===== config.mk =====
export PLATFORM = sky130hd
export DESIGN_NAME = cacr_config_bank
export DESIGN_NICKNAME = d
export VERILOG_FILES = /design/src/verilog/cacr_config_bank.v
export VERILOG_INCLUDE_DIRS = /design/src /design/src/verilog
export SDC_FILE = /design/constraint.sdc
export NUM_CORES = 1
export LEC_CHECK = 0
export BUFFER_PORTS_ARGS = -buffer_cell sky130_fd_sc_hd__buf_2
export CAP_MARGIN = 20
export CORE_ASPECT_RATIO = 0.9
export CORE_UTILIZATION = 50
export CTS_CLUSTER_DIAMETER = 60
export CTS_CLUSTER_SIZE = 14
export DETAILED_ROUTE_END_ITERATION = 10
export PLACE_DENSITY = 0.91
export SLEW_MARGIN = 0
export SYNTH_ARGS = -nofsm -noshare
export SYNTH_HDL_FRONTEND = slang
export SYNTH_SLANG_ARGS = --single-unit

===== constraint.sdc =====
create_clock -name core_clk -period 2.2 [get_ports core_clk]
set_input_delay 0.44 -clock core_clk [delete_from_list [all_inputs] [get_ports core_clk]]
set_output_delay 0.44 -clock core_clk [all_outputs]
set_load 0.1 [all_outputs]

===== src/verilog/cacr_regs.vh =====
/*
 * Register map constants for the converter analog configuration bank.
 * Assumes inclusion by the bank module; definitions only.
 */
`ifndef CACR_REGS_VH
`define CACR_REGS_VH

`define CACR_IDX_CLK_CTRL0      8'h29
`define CACR_IDX_CLOCK_PATH_CONTROL_TWO      8'h2B
`define CACR_IDX_SYNC_POS       8'h2C
`define CACR_IDX_RANGE_A        8'h30
`define CACR_IDX_RANGE_B        8'h32
`define CACR_IDX_REF_SEL        8'h38
`define CACR_IDX_STAMP_CTRL     8'h3B
`define CACR_IDX_EMPHASIS       8'h48

`define CACR_CLK2_DELAY_LSB     0
`define CACR_CLK2_NOISE_BIT     2
`define CACR_CLK2_GAIN_BIT      4
`define CACR_CLK0_ZOOM_BIT      4
`define CACR_CLK0_SEL_LSB       0
`define CACR_REF_BYPASS_BIT     0
`define CACR_STAMP_RECV_BIT     0
`define CACR_STAMP_PECL_BIT     1
`define CACR_EMPH_LEVEL_LSB     0
`define CACR_EMPH_BOOST_BIT     3

`define CACR_RST_DELAY          2'h1
`define CACR_RST_GAIN           1'h1
`define CACR_RST_RANGE          16'hA000
`define CACR_RST_ZERO8          8'h00

`define CACR_MASK_CLK0          8'h1F
`define CACR_MASK_CLK2          8'h17
`define CACR_MASK_REF           8'h01
`define CACR_MASK_STAMP         8'h03
`define CACR_MASK_EMPH          8'h0F

`define CACR_RESP_OKAY          2'h0
`define CACR_RESP_SLVERR        2'h2

`endif


===== src/verilog/cacr_config_bank.v =====
/*
 * AXI4-Lite register bank for the converter analog configuration.
 * Assumes a single core clock, active-low async reset and a capture
 * block that supplies the sync edge position with a one-cycle strobe.
 */
// Design decision made here: the AXI4-Lite interface to the registers.
`timescale 1ns/1ps
`include "cacr_regs.vh"

module cacr_config_bank #(
    parameter LANES = 16
) (
    input  wire                 core_clk,
    input  wire                 rstn,
    input  wire [9:0]           s_axi_awaddr,
    input  wire                 s_axi_awvalid,
    output wire                 s_axi_awready,
    input  wire [31:0]          s_axi_wdata,
    input  wire [3:0]           s_axi_wstrb,
    input  wire                 s_axi_wvalid,
    output wire                 s_axi_wready,
    output reg  [1:0]           s_axi_bresp,
    output reg                  s_axi_bvalid,
    input  wire                 s_axi_bready,
    input  wire [9:0]           s_axi_araddr,
    input  wire                 s_axi_arvalid,
    output wire                 s_axi_arready,
    output reg  [31:0]          s_axi_rdata,
    output reg  [1:0]           s_axi_rresp,
    output reg                  s_axi_rvalid,
    input  wire                 s_axi_rready,
    input  wire [23:0]          syncEdgeCapture,
    input  wire                 syncEdgeCaptureValid,
    output wire                 clockFeedbackGainHigh,
    output wire                 supplyNoiseSuppressEn,
    output wire [1:0]           samplingClockDelay,
    output wire [3:0]           syncDelaySelect,
    output wire                 syncWindowZoom,
    output wire [15:0]          fullscaleCodeA,
    output wire [15:0]          fullscaleCodeB,
    output wire                 referenceBypass,
    output wire                 stampReceiverEn,
    output wire                 stampPeclModeEn,
    output wire [3*LANES-1:0]   laneEmphasisLevel,
    output wire                 laneEmphasisBoost
);

    reg  [7:0]  clkCtrl0;
    reg  [7:0]  clkCtrl2;
    reg  [23:0] syncEdgePosition;
    reg  [15:0] rangeA;
    reg  [15:0] rangeB;
    reg  [7:0]  refSel;
    reg  [7:0]  stampCtrl;
    reg  [7:0]  emphasis;
    reg         awHeld;
    reg         wHeld;
    reg  [9:0]  awAddrHeld;
    reg  [31:0] wDataHeld;
    reg  [3:0]  wStrbHeld;

    // Byte lane merge for one register word
    function [31:0] mergeBytes;
        input [31:0] oldVal;
        input [31:0] newVal;
        input [3:0]  strb;
        integer      i;
        begin
            mergeBytes = oldVal;
            for (i = 0; i < 4; i = i + 1) begin
                if (strb[i])
                    mergeBytes[8*i +: 8] = newVal[8*i +: 8];
            end
        end
    endfunction

    // Printed offsets are not all word aligned: byte address = index*4
    function mapped;
        input [9:0] addr;
        begin
            case (addr[9:2])
                `CACR_IDX_CLK_CTRL0,
                `CACR_IDX_CLOCK_PATH_CONTROL_TWO,
                `CACR_IDX_SYNC_POS,
                `CACR_IDX_RANGE_A,
                `CACR_IDX_RANGE_B,
                `CACR_IDX_REF_SEL,
                `CACR_IDX_STAMP_CTRL,
                `CACR_IDX_EMPHASIS: mapped = 1'b1;
                default:            mapped = 1'b0;
            endcase
        end
    endfunction

    // Read mux; unmapped words and reserved bits read zero
    function [31:0] readWord;
        input [9:0] addr;
        begin
            case (addr[9:2])
                `CACR_IDX_CLK_CTRL0: begin
                    readWord = {24'h00_0000, clkCtrl0};
                end
                `CACR_IDX_CLOCK_PATH_CONTROL_TWO: begin
                    readWord = {24'h00_0000, clkCtrl2};
                end
                `CACR_IDX_SYNC_POS: begin
                    readWord = {8'h00, syncEdgePosition};
                end
                `CACR_IDX_RANGE_A: begin
                    readWord = {16'h0000, rangeA};
                end
                `CACR_IDX_RANGE_B: begin
                    readWord = {16'h0000, rangeB};
                end
                `CACR_IDX_REF_SEL: begin
                    readWord = {24'h00_0000, refSel};
                end
                `CACR_IDX_STAMP_CTRL: begin
                    readWord = {24'h00_0000, stampCtrl};
                end
                `CACR_IDX_EMPHASIS: begin
                    readWord = {24'h00_0000, emphasis};
                end
                default: begin
                    readWord = 32'h0000_0000;
                end
            endcase
        end
    endfunction

    // Write path: address and data taken in either order
    assign s_axi_awready = !awHeld && !s_axi_bvalid;
    assign s_axi_wready  = !wHeld && !s_axi_bvalid;

    wire        awTake   = s_axi_awvalid && s_axi_awready;
    wire        wTake    = s_axi_wvalid && s_axi_wready;
    wire        haveAw   = awHeld || awTake;
    wire        haveW    = wHeld || wTake;
    wire        doWrite  = haveAw && haveW && !s_axi_bvalid;
    wire [9:0]  wrAddr   = awHeld ? awAddrHeld : s_axi_awaddr;
    wire [31:0] wrData   = wHeld ? wDataHeld : s_axi_wdata;
    wire [3:0]  wrStrb   = wHeld ? wStrbHeld : s_axi_wstrb;

    // Address hold: kept until the matching data arrives
    always @(posedge core_clk or negedge rstn) begin
        if (!rstn) begin
            awHeld     <= 1'b0;
            awAddrHeld <= 10'h000;
        end else if (doWrite) begin
            awHeld     <= 1'b0;
        end else if (awTake) begin
            awHeld     <= 1'b1;
            awAddrHeld <= s_axi_awaddr;
        end
    end

    // Data hold: either channel may arrive first
    always @(posedge core_clk or negedge rstn) begin
        if (!rstn) begin
            wHeld     <= 1'b0;
            wDataHeld <= 32'h0000_0000;
            wStrbHeld <= 4'h0;
        end else if (doWrite) begin
            wHeld     <= 1'b0;
        end else if (wTake) begin
            wHeld     <= 1'b1;
            wDataHeld <= s_axi_wdata;
            wStrbHeld <= s_axi_wstrb;
        end
    end

    // Response stands until the master takes it
    always @(posedge core_clk or negedge rstn) begin
        if (!rstn) begin
            s_axi_bvalid <= 1'b0;
            s_axi_bresp  <= `CACR_RESP_OKAY;
        end else if (doWrite) begin
            s_axi_bvalid <= 1'b1;
            s_axi_bresp  <= mapped(wrAddr) ? `CACR_RESP_OKAY
                                           : `CACR_RESP_SLVERR;
        end else if (s_axi_bvalid && s_axi_bready) begin
            s_axi_bvalid <= 1'b0;
        end
    end

    wire [31:0] wrMerged     = mergeBytes(32'h0000_0000, wrData, wrStrb);
    wire [31:0] rangeAMerged = mergeBytes({16'h0000, rangeA}, wrData, wrStrb);
    wire [31:0] rangeBMerged = mergeBytes({16'h0000, rangeB}, wrData, wrStrb);

    reg  [7:0]  next_clkCtrl0;
    reg  [7:0]  next_clkCtrl2;
    reg  [15:0] next_rangeA;
    reg  [15:0] next_rangeB;
    reg  [7:0]  next_refSel;
    reg  [7:0]  next_stampCtrl;
    reg  [7:0]  next_emphasis;

    // Reserved bits are masked so they stay zero
    always @* begin
        next_clkCtrl0  = clkCtrl0;
        next_clkCtrl2  = clkCtrl2;
        next_rangeA    = rangeA;
        next_rangeB    = rangeB;
        next_refSel    = refSel;
        next_stampCtrl = stampCtrl;
        next_emphasis  = emphasis;
        if (doWrite) begin
            case (wrAddr[9:2])
                `CACR_IDX_CLK_CTRL0: begin
                    if (wrStrb[0]) begin
                        next_clkCtrl0 = wrMerged[7:0] & `CACR_MASK_CLK0;
                    end
                end
                `CACR_IDX_CLOCK_PATH_CONTROL_TWO: begin
                    if (wrStrb[0]) begin
                        next_clkCtrl2 = wrMerged[7:0] & `CACR_MASK_CLK2;
                    end
                end
                `CACR_IDX_RANGE_A: begin
                    next_rangeA = rangeAMerged[15:0];
                end
                `CACR_IDX_RANGE_B: begin
                    next_rangeB = rangeBMerged[15:0];
                end
                `CACR_IDX_REF_SEL: begin
                    if (wrStrb[0]) begin
                        next_refSel = wrMerged[7:0] & `CACR_MASK_REF;
                    end
                end
                `CACR_IDX_STAMP_CTRL: begin
                    if (wrStrb[0]) begin
                        next_stampCtrl = wrMerged[7:0] & `CACR_MASK_STAMP;
                    end
                end
                `CACR_IDX_EMPHASIS: begin
                    if (wrStrb[0]) begin
                        next_emphasis = wrMerged[7:0] & `CACR_MASK_EMPH;
                    end
                end
                // Position word and unmapped words ignore writes
                default: begin
                    next_clkCtrl0 = clkCtrl0;
                end
            endcase
        end
    end

    always @(posedge core_clk or negedge rstn) begin
        if (!rstn) begin
            clkCtrl0  <= `CACR_RST_ZERO8;
            clkCtrl2  <= {3'h0, `CACR_RST_GAIN, 2'h0, `CACR_RST_DELAY};
            rangeA    <= `CACR_RST_RANGE;
            rangeB    <= `CACR_RST_RANGE;
            refSel    <= `CACR_RST_ZERO8;
            stampCtrl <= `CACR_RST_ZERO8;
            emphasis  <= `CACR_RST_ZERO8;
        end else begin
            clkCtrl0  <= next_clkCtrl0;
            clkCtrl2  <= next_clkCtrl2;
            rangeA    <= next_rangeA;
            rangeB    <= next_rangeB;
            refSel    <= next_refSel;
            stampCtrl <= next_stampCtrl;
            emphasis  <= next_emphasis;
        end
    end

    // Capture only; software has no write path here
    always @(posedge core_clk) begin
        if (syncEdgeCaptureValid)
            syncEdgePosition <= syncEdgeCapture;
    end

    // Read path: one read at a time, answer one cycle after address
    assign s_axi_arready = !s_axi_rvalid;

    always @(posedge core_clk or negedge rstn) begin
        if (!rstn) begin
            s_axi_rvalid <= 1'b0;
            s_axi_rdata  <= 32'h0000_0000;
            s_axi_rresp  <= `CACR_RESP_OKAY;
        end else if (s_axi_arvalid && s_axi_arready) begin
            s_axi_rvalid <= 1'b1;
            s_axi_rresp  <= mapped(s_axi_araddr) ? `CACR_RESP_OKAY
                                                 : `CACR_RESP_SLVERR;
            s_axi_rdata  <= readWord(s_axi_araddr);
        end else if (s_axi_rvalid && s_axi_rready) begin
            s_axi_rvalid <= 1'b0;
        end
    end

    assign clockFeedbackGainHigh = clkCtrl2[`CACR_CLK2_GAIN_BIT];
    assign supplyNoiseSuppressEn = clkCtrl2[`CACR_CLK2_NOISE_BIT];
    assign samplingClockDelay    = clkCtrl2[`CACR_CLK2_DELAY_LSB +: 2];
    assign syncDelaySelect       = clkCtrl0[`CACR_CLK0_SEL_LSB +: 4];
    assign syncWindowZoom        = clkCtrl0[`CACR_CLK0_ZOOM_BIT];
    assign fullscaleCodeA        = rangeA;
    assign fullscaleCodeB        = rangeB;
    assign referenceBypass       = refSel[`CACR_REF_BYPASS_BIT];
    assign stampReceiverEn       = stampCtrl[`CACR_STAMP_RECV_BIT];
    assign stampPeclModeEn       = stampCtrl[`CACR_STAMP_PECL_BIT];
    // One shared level fanned to every lane
    assign laneEmphasisLevel     =
        {LANES{emphasis[`CACR_EMPH_LEVEL_LSB +: 3]}};
    assign laneEmphasisBoost     = emphasis[`CACR_EMPH_BOOST_BIT];

endmodule // cacr_config_bank


After elaboration in Yosys (flattened, before gate mapping)
Index checks and enable logic that the tools add are counted.
{"block": "totals", "reg_bits": 140, "latchBits": 0, "mem_bits_rw": 0, "romBits": 0, "wordCells": 87, "n_memories": 0}
{"block": "classes", "addsub": 0, "n_mul": 0, "n_div": 0, "n_lt_le_gt_ge": 0, "eq_ne": 16, "shift": 0, "mux": 18, "bitwise_logic": 1, "n_reduce_logical": 32}
{"cell": "$pmux 24 s8", "n": 1}
{"cell": "$eq 8x6->1 const B", "n": 14}
{"cell": "$reduce_and 3->1", "n": 9}
{"cell": "$eq 8x7->1 const B", "n": 2}
{"cell": "$mux 16", "n": 1}
{"cell": "$reduce_or 8->1", "n": 2}
{"cell": "$mux 1", "n": 12}
{"cell": "$mux 10", "n": 1}
{"cell": "$logic_and 1x1->1", "n": 9}
{"cell": "$reduce_bool 2->1", "n": 4}
{"cell": "$mux 2", "n": 3}
{"cell": "$logic_not 1->1", "n": 4}
{"cell": "$reduce_and 2->1", "n": 2}
{"cell": "$logic_or 1x1->1", "n": 2}
{"cell": "$not 1->1", "n": 1}

Logic depth before layout (Yosys ltp)
Gate-level depths: netlist of the first run.
{"block": "logic_depth", "word_depth": 8, "depth_mapped": 8, "depth_no_buf": 5}

Least setup slack after synthesis of the first run
Ideal clock, no wire load.
{"block": "synth_path", "kind": "register to register", "start": "register s_axi_rvalid", "end": "register s_axi_rdata[17]", "t_arrival_ns": 2.629, "path_slack_ns": -0.501, "path_stages_with_launch": 6, "cell_sequence": "dfrtp_1 > inv_1 > nand2_1 > o32ai_2 > buf_6 > a32o_1"}
{"block": "synth_between", "elab_chain_len": 2}
{"item": "start, declared", "line_no": "cacr_config_bank.v:30", "source": "output reg s_axi_rvalid,"}
{"item": "start signal, assigned", "line_no": "cacr_config_bank.v:279", "source": "s_axi_rvalid <= 1'b0;"}
{"item": "start signal, assigned", "line_no": "cacr_config_bank.v:283", "source": "s_axi_rvalid <= 1'b1;"}
{"item": "start signal, assigned", "line_no": "cacr_config_bank.v:288", "source": "s_axi_rvalid <= 1'b0;"}
{"item": "$logic_not 1->1", "line_no": "cacr_config_bank.v:275", "source": "assign s_axi_arready = !s_axi_rvalid;"}
{"item": "via s_axi_arready", "line_no": "cacr_config_bank.v:27", "source": "output wire s_axi_arready,"}
{"item": "$logic_and 1x1->1", "line_no": "cacr_config_bank.v:282", "source": "end else if (s_axi_arvalid && s_axi_arready) begin"}
{"item": "end signal, assigned", "line_no": "cacr_config_bank.v:286", "source": "s_axi_rdata <= readWord(s_axi_araddr);"}
{"item": "end, declared", "line_no": "cacr_config_bank.v:28", "source": "output reg [31:0] s_axi_rdata,"}
The timed path passes the listed nets, and every way through them passes these cells.
A chain may end at the register's enable or synchronous reset.

Worst setup path in the final report of the first run
{"block": "layout_path", "start": "register awHeld", "end": "register rangeB[10] (netlist: fullscaleCodeB[10])"}
{"block": "layout_between", "elab_chain_len": 7}
{"item": "start, declared", "line_no": "cacr_config_bank.v:56", "source": "reg awHeld;"}
{"item": "start signal, assigned", "line_no": "cacr_config_bank.v:147", "source": "awHeld <= 1'b0;"}
{"item": "start signal, assigned", "line_no": "cacr_config_bank.v:150", "source": "awHeld <= 1'b0;"}
{"item": "start signal, assigned", "line_no": "cacr_config_bank.v:152", "source": "awHeld <= 1'b1;"}
{"item": "$logic_not 1->1", "line_no": "cacr_config_bank.v:132", "source": "assign s_axi_awready = !awHeld && !s_axi_bvalid;"}
{"item": "$logic_and 1x1->1", "line_no": "cacr_config_bank.v:132"}
{"item": "$logic_and 1x1->1", "line_no": "cacr_config_bank.v:135", "source": "wire awTake = s_axi_awvalid && s_axi_awready;"}
{"item": "$logic_or 1x1->1", "line_no": "cacr_config_bank.v:137", "source": "wire haveAw = awHeld || awTake;"}
{"item": "$logic_and 1x1->1 (2 in a row)", "line_no": "cacr_config_bank.v:139", "source": "wire doWrite = haveAw && haveW && !s_axi_bvalid;"}
{"item": "$reduce_and 3->1 (no source line) *"}
{"item": "end signal, assigned", "line_no": "cacr_config_bank.v:253", "source": "rangeB <= `CACR_RST_RANGE;"}
{"item": "end signal, assigned", "line_no": "cacr_config_bank.v:261", "source": "rangeB <= next_rangeB;"}
{"item": "end, declared", "line_no": "cacr_config_bank.v:52", "source": "reg [15:0] rangeB;"}
Every way passes the cells marked *; elsewhere a longest branch is shown, timed or not.

==> metrics.md, run 1 <==
| Metric | Value |
|---|---|
| Outcome | `finished clean` |
| Worst slack at placement | `-73.1 ps` |
| Layout net count | `752` |
| Max-cap violation count | `0` |
| H-tree depth | `4` |
| Final wirelength | `15600 um` |
| Crit path max fanout | `8` |
| Die X | `120 um` |
| Achievable Freq | `465 MHz` |
| Final Core Density | `65.4%` |
| DIE HEIGHT | `between 100 and 150 um` |
| Buffers on Ports | `189` |
| I/O pins | `222` |
| Routability Congestion | `0.942` |
| Initial DRC Count | `223` |
| Synth Area in Compound Gates | `9.92%` |
| LEAKAGE | `3.93 nW` |
| Switching part of the total | `40.3%` |
| CTS max path bufs | `2` |
| Initial Util | `51.5%` |
| Synthesized-area fraction occupied by adder cells | `0%` |
| Syn. warnings | `0` |
| R2r endpoint | `fullscaleCodeB[10]` |
| Via/cell ratio | `5.49` |
| XOR/XNOR share of the synthesized area | `0%` |
| Clock slew at reported path FFs | `60 ps` |
| Critical path type | `flip-flop to flip-flop` |
| Total Die Area | `12900 sq um` |
| Final period util | `a little over nine tenths` |
| Antenna fix cells | `0` |
| RSZ-0062 raised after global routing | `true` |
| Skew-Pair Late Insertion Delay | `420 ps` |
| Comb power frac | `35.7%` |
| CTS sink cnt | `128` |
| CTS tree | `done` |
| Seq pwr share | `33.9%` |
| Post-synth EDFFs | `24` |
| Core area | `12100 sq um` |
| Final Slew Violations | `0` |
| Post-Synth Simple-Gate Area | `between 9 and 10%` |
| Hold Crit Depth | `1` |
| Ratio of cells with drive above 1 in the final layout | `53.5%` |
| Relative slew slack | `59.6%` |
| Internal | `0.00551 W` |
| Post-synthesis cell area | `6240 sq um` |
| # Post-CTS Setup Buffers | `0` |
| Post-route ant nets | `0` |
| Cell Pwr Density | `between 1000 and 1500 nW/um^2` |
| DP HPWL | `roughly 12000 um` |
| Slew @ Worst Pin | `607 ps` |
| # setup viols final | `0` |
| Combinational family with the most area after synthesis | `multiplexers` |
| Cts bufs inserted | `17` |
| Post-synthesis mux area share | `17.3%` |
| Critical Path RT | `2500 ps` |
| DRC viols | `0` |
| Skew final | `7.19 ps` |
| Sequential cell area fraction in the yosys report | `53.4%` |
| Top_reg_cell synth | `dfrtp_1` |
| Hold EP | `syncEdgePosition[5]` |
| Min Tclk post-route | `2150 ps` |
| Syn avg cell area | `12.9 sq um` |
| First-pass GRT wire length | `24700 um` |
| Synthesized instance count | `483` |
| Antenna violations before repair | `1` |
| Final WS setup | `49.6 ps` |
| CP startpoint | `awHeld` |
| Area Overhead vs Synth | `27.0%` |
| CP arrival | `2450 ps` |
| Root Driver | `clkbuf_16` |
| FP Rows | `38` |
| Largest net degree at the start of global routing | `42` |
| Total GRT Usage | `25.6%` |
| Final setup TNS | `0 ps` |
| Worst setup EP type | `flip-flop` |
| Clk pwr share | `30.4%` |
| Reg2reg setup slack | `50 ps` |
| Final hold violations | `0` |
| Vias in the first global route | `4722` |
| FF-to-FF path depth | `8` |
| Asr flop ratio synth | `81.3%` |
| DR pass1 iterations | `4` |
| Post-synthesis register bit count | `128` |
| Library cells used by synthesis | `59` |
| Hold WC Path Type | `input pin to flip-flop` |
| GRT overflow | `0` |
| VDD IR max | `1300 uV` |
| Via count | `4596` |
| P_sw | `between 0.003 and 0.004 W` |
| Worst r2r src | `awHeld` |
| Worst Hold Launch | `syncEdgeCapture[5]` |
| Startpoint Class | `flip-flop` |
| Routed len/inst | `18.6 um` |
repair_timing:
item                       CTS  global route
gates resized for setup      2             8
setup endpoints to repair   17            36
hold endpoints to repair    32             0
pin swaps                    1             1
gates cloned                 0             0
hold buffers                 1             0
per-stage QoR:
stage                     total power (W)  instances  area, sq um  hold slack (ps)
after global placement            0.00631        804         7270              419
after detailed placement          0.00643        804         7270              428
final                             0.00924        837         7920              192
after global routing              0.00962        837         7920              168
after CTS                         0.00928        837         7890              170
after floorplan                   0.00580        492         6290              144
final cells by class:
class	count	area [sq um]
clock buffer	18	429
clock inverter	14	165
fill	870	4200
inverter	8	33.8
multi-input combinational	280	2400
sequential	128	3340
tap	160	200
timing repair buffer	229	1360
registers in the layout (all words and copies together) (netlist names), 2 cells and up:
signal / cells
s_axi_rdata: 24
emphasis: 4
syncEdgePosition: 24
fullscaleCodeB: 16
clkCtrl2: 4
clkCtrl0: 5
fullscaleCodeA: 16
wStrbHeld: 2
awAddrHeld: 8
wDataHeld: 16
stampCtrl: 2
Yosys cell counts, types with 5 or more instances:
cell type / number / area (sq um)
a21oi_1: 6 / 30.0
dfstp_2: 6 / 158
and2_1: 13 / 81.3
dfrtp_1: 98 / 2450
o21ai_0: 5 / 25.0
nor3b_1: 6 / 45.0
mux2_2: 65 / 732
a32o_1: 8 / 80.1
inv_1: 8 / 30.0
edfxtp_1: 24 / 721
o21ai_1: 11 / 55.1
nor2_1: 12 / 45.0
nand2_1: 19 / 71.3
a221oi_1: 10 / 87.6
a22o_1: 9 / 78.8
mux2_1: 28 / 315
buf_2: 5 / 25.0
nor2b_1: 5 / 31.3
buf_4: 62 / 465
buf_6: 5 / 56.3
routing by layer:
metal | vias to the layer above | global-route usage, % | wire, um
met1 | 2282 | 30.0 | 6270
met3 | 26 | 6.75 | 858
li1 | 2093 | - | -
met4 | 2 | 11.8 | 276
met5 | - | 0 | 13
met2 | 193 | 44.4 | 8190
cells in the final DEF (no fill, tap or decap), types with 4 or more instances in the layout:
cell	synthesis	final
nor2_1	12	12
a22o_1	9	9
buf_2	5	188
edfxtp_1	24	24
dfrtp_1	98	96
o21ai_1	11	10
clkbuf_16	0	17
buf_12	0	8
conb_1	1	10
inv_1	8	7
a221oi_1	10	10
a31oi_1	4	4
nor2b_1	5	5
and2_1	13	13
a32o_1	8	8
buf_4	62	30
mux2_2	65	65
mux2_1	28	28
clkinv_2	0	5
a21oi_1	6	6
dfstp_2	6	6
and3b_1	4	4
o21ai_0	5	5
nand2_1	19	18
o21ai_2	4	5
a22oi_1	4	4
nor3b_1	6	4
power groups by stage:
stage               clock [W]  combinational, W  sequential [W]
detailed placement          0           0.00327         0.00317
finish                0.00281           0.00330         0.00313
CTS                   0.00286           0.00329         0.00312
global placement            0           0.00319         0.00312
floorplan                   0           0.00198         0.00381
global route          0.00297           0.00346         0.00318
worst max-delay path: stages (launching register included):
cell	delay, ps
dfrtp_1	380
buf_4	160
nor4bb_2	290
a41oi_1	120
nor4_1	250
buf_4	170
and2_1	170
buf_12	140
mux2_2	330
kinds of logic after synthesis:
group	count (synthesis)
AND/OR/NAND/NOR	95
buffers and inverters	84
multiplexers	96
flip-flops	128
AO/OA/AOI/OAI	79
other	1
how the worst max path moves through the flow:
stage,end,slack (ps)
floorplan,s_axi_wready,-420
global placement,fullscaleCodeB[0],20
detailed placement,fullscaleCodeB[10],-70
CTS,emphasis[3],20
global route,fullscaleCodeB[4],-0.9
finish,fullscaleCodeB[10],50
(Power assumes the default switching activity.)
==> inputs of run 2 (changes only) <==
Settings changed: CORE_ASPECT_RATIO 0.9 to 0.7, CORE_MARGIN set to 3.
==> metrics.md, run 2 (same netlist as run 1, synthesis figures left out) <==
| Metric | Value |
|---|---|
| WL met1 | `6530 um (+4.1%)` |
| Largest net degree at the start of global routing | `105 (+150%)` |
| Achievable Freq | `444 MHz (-4.6%)` |
| Comb power frac | `37.4% (+1.7 points)` |
| RSZ-0062 raised after global routing | `true` |
| DP HPWL | `12100 um (+3.3%)` |
| Routability Congestion | `0.913 (-3.0%)` |
| Total GRT Usage | `23.8% (-1.8 points)` |
| Internal | `0.00532 W (-3.5%)` |
| CP startpoint | `awHeld` |
| Critical path, cell by cell | `buf_6 > buf_4 > and3b_1 > nor2_1 > nor4_1 > buf_4 > and2_4 > mux2_2` |
| Buffers on Ports | `189 (unchanged)` |
| Area Overhead vs Synth | `25.4%` |
| Routed len/inst | `20.3 um (+8.9%)` |
| Via count | `4715 (+2.6%)` |
| Antenna fix cells | `0 (unchanged)` |
| Switching part of the total | `41.3% (+0.92 points)` |
| # fillers | `860 (-1.1%)` |
| Post-route ant nets | `0 (unchanged)` |
| Slew @ Worst Pin | `622 ps (+15.3 ps)` |
| # setup viols final | `15 (+15)` |
| Worst r2r src | `awHeld` |
| Relative slew slack | `58.5% (-1.0 points)` |
| Initial DRC Count | `298 (+34%)` |
| H-tree depth | `4 (unchanged)` |
| Final period util | `102% (+4.7 points)` |
| R2r endpoint | `fullscaleCodeB[5]` |
| Clk pwr share | `27.6% (-2.8 points)` |
| DIE HEIGHT | `99.5 um (-7.9%)` |
| Slowest stage cell on the critical path | `dfrtp_2` |
| Via/cell ratio | `5.68 (+3.5%)` |
| FF-to-FF path depth | `8 (unchanged)` |
| Overall Power | `0.00906 W (-2.0%)` |
| Critical Path RT | `2490 ps (about the same)` |
| Max incr delay on CP | `440 ps (+60 ps)` |
| Final WS setup | `-53.5 ps (-103 ps)` |
| Max-cap violation count | `0 (unchanged)` |
| P_sw | `0.00374 W (+0.21%)` |
| First-pass GRT wire length | `25800 um (+4.5%)` |
| Ratio of cells with drive above 1 in the final layout | `54.2% (+0.76 points)` |
| Seq pwr share | `34.9% (+1.0 points)` |
| Reg2reg setup slack | `-50 ps (-100 ps)` |
| Met3 WL post-DR | `1550 um (+80%)` |
| Startpoint Class | `flip-flop` |
| Skew-Pair Late Insertion Delay | `410 ps (about the same)` |
| Highest routed layer | `met5` |
| Final wirelength | `16800 um (+8.0%)` |
| LEAKAGE | `3.88 nW (-1.3%)` |
| Most common cell after layout, fill and taps aside | `buf_2` |
| Min Hold Slack | `89.2 ps (-103 ps)` |
| CTS tree | `done` |
| Met2 wire length | `8340 um (+1.8%)` |
| Skew final | `8.35 ps (+1.16 ps)` |
| I/O pins | `222 (unchanged)` |
| Antenna violations before repair | `2 (+1)` |
| Critical path type | `flip-flop to flip-flop` |
| Registers with the most flip-flops | `s_axi_rdata: 24 flops, syncEdgePosition: 24 flops` |
| Cell Pwr Density | `1160 nW/um^2 (-0.80%)` |
| Failing checks | `negative setup slack` |
| Final hold violations | `0 (unchanged)` |
| GRT overflow | `0 (unchanged)` |
| VDD IR max | `1160 uV (-11%)` |
| CTS max path bufs | `2 (unchanged)` |
| Core area | `11900 sq um (-1.6%)` |
| Layout net count | `748 (-0.53%)` |
| Worst setup EP type | `flip-flop` |
| Most frequent cells in the layout | `buf_2 (188), dfrtp_1 (95), mux2_2 (64)` |
| Worst slack at placement | `-158 ps (-84.7 ps)` |
| DR pass1 iterations | `5 (+1)` |
| CTS sink cnt | `128 (unchanged)` |
| Hold WC Path Type | `input pin to asynchronous set/reset pin` |
| Cts bufs inserted | `17 (unchanged)` |
| Root Driver | `clkbuf_16` |
| Final Slew Violations | `0 (unchanged)` |
| Die X | `140 um (+17%)` |
| CP arrival | `2550 ps (+100 ps)` |
| DRC viols | `0 (unchanged)` |
| FP Rows | `33 (-13%)` |
| Cell repeated most along the worst path | `buf_4` |
| Total Die Area | `13900 sq um (+7.3%)` |
| Initial Util | `52.3% (+0.83 points)` |
| Min Tclk post-route | `2250 ps (+103 ps)` |
| Crit path max fanout | `8 (unchanged)` |
| Vias in the first global route | `4783 (+1.3%)` |
| Clock slew at reported path FFs | `50 ps (about the same)` |
| Outcome | `complete, but fails checks` |
-- run 2: cell count changes in the layout (fill, tap and decap cells not counted), moves of 3 or more --
cell	before	now
bufinv_16	3	0
mux2_1	28	24
clkbuf_1	1	5
clkbuf_8	0	4
nor2_1	12	9
mux2_4	0	5
buf_12	8	4
-- run 2: worst max-delay path: cells and delay by family (launching register included) --
kind / cells / cell delay (ps)
and+or+nand+nor: 4 / 900
DFF: 1 / 440
buffers and inverters: 3 / 440
muxes: 1 / 350
-- run 2: layout make-up --
cell class | count | area, sq um | share of cell area [%]
repair buffers | 225 | 1270 | 16.3
clock inverters | 6 | 32.5 | 0.416
flip-flops and latches | 128 | 3340 | 42.7
clock buffers | 26 | 499 | 6.38
multi-input cells | 280 | 2450 | 31.3
inverters | 8 | 33.8 | 0.432
well taps | 157 | 196 | 2.51
-- run 2: per-layer routing --
| metal | up-vias | GRT usage (%) |
|---|---|---|
| met1 | 2335 | 29.8 |
| met5 | - | 0 |
| met4 | 4 | 9.16 |
| li1 | 2086 | - |
| met3 | 36 | 6.44 |
| met2 | 254 | 40.1 |
-- run 2: worst max-delay path by stage --
stage                          to  cells past startpoint  slack (ps)
6_report        fullscaleCodeB[5]                      8         -50
5_1_grt        fullscaleCodeB[11]                      8        -130
4_1_cts               clkCtrl0[1]                      7          -2
3_5_place_dp          clkCtrl0[2]                      7        -160
3_3_place_gp    fullscaleCodeA[2]                      7          -7
2_1_floorplan        s_axi_wready                      3        -420
-- run 2: stage by stage --
step | TNS (ps) | utilization (%) | std cells | cell area (sq um)
global placement | -29.4 | 60.5 | 798 | 7220
detailed placement | -1100 | 60.5 | 798 | 7220
finish | -498 | 65.6 | 830 | 7830
global route | -1810 | 65.6 | 830 | 7830
floorplan | -675 | - | 492 | 6290
CTS | -1.79 | 65.1 | 831 | 7770
-- run 2: power by group through the flow --
stage               registers, W  logic (W)  clock network (W)
global route             0.00322    0.00354            0.00265
floorplan                0.00381    0.00198                  0
finish                   0.00316    0.00339            0.00250
global placement         0.00315    0.00318                  0
detailed placement       0.00319    0.00325                  0
CTS                      0.00315    0.00329            0.00254
-- run 2: timing repair --
action,CTS,global route
hold buffers,0,0
pin swaps,2,3
gates resized for setup,3,21
buffers inserted,1,1
endpoints found under the setup margin,24,48
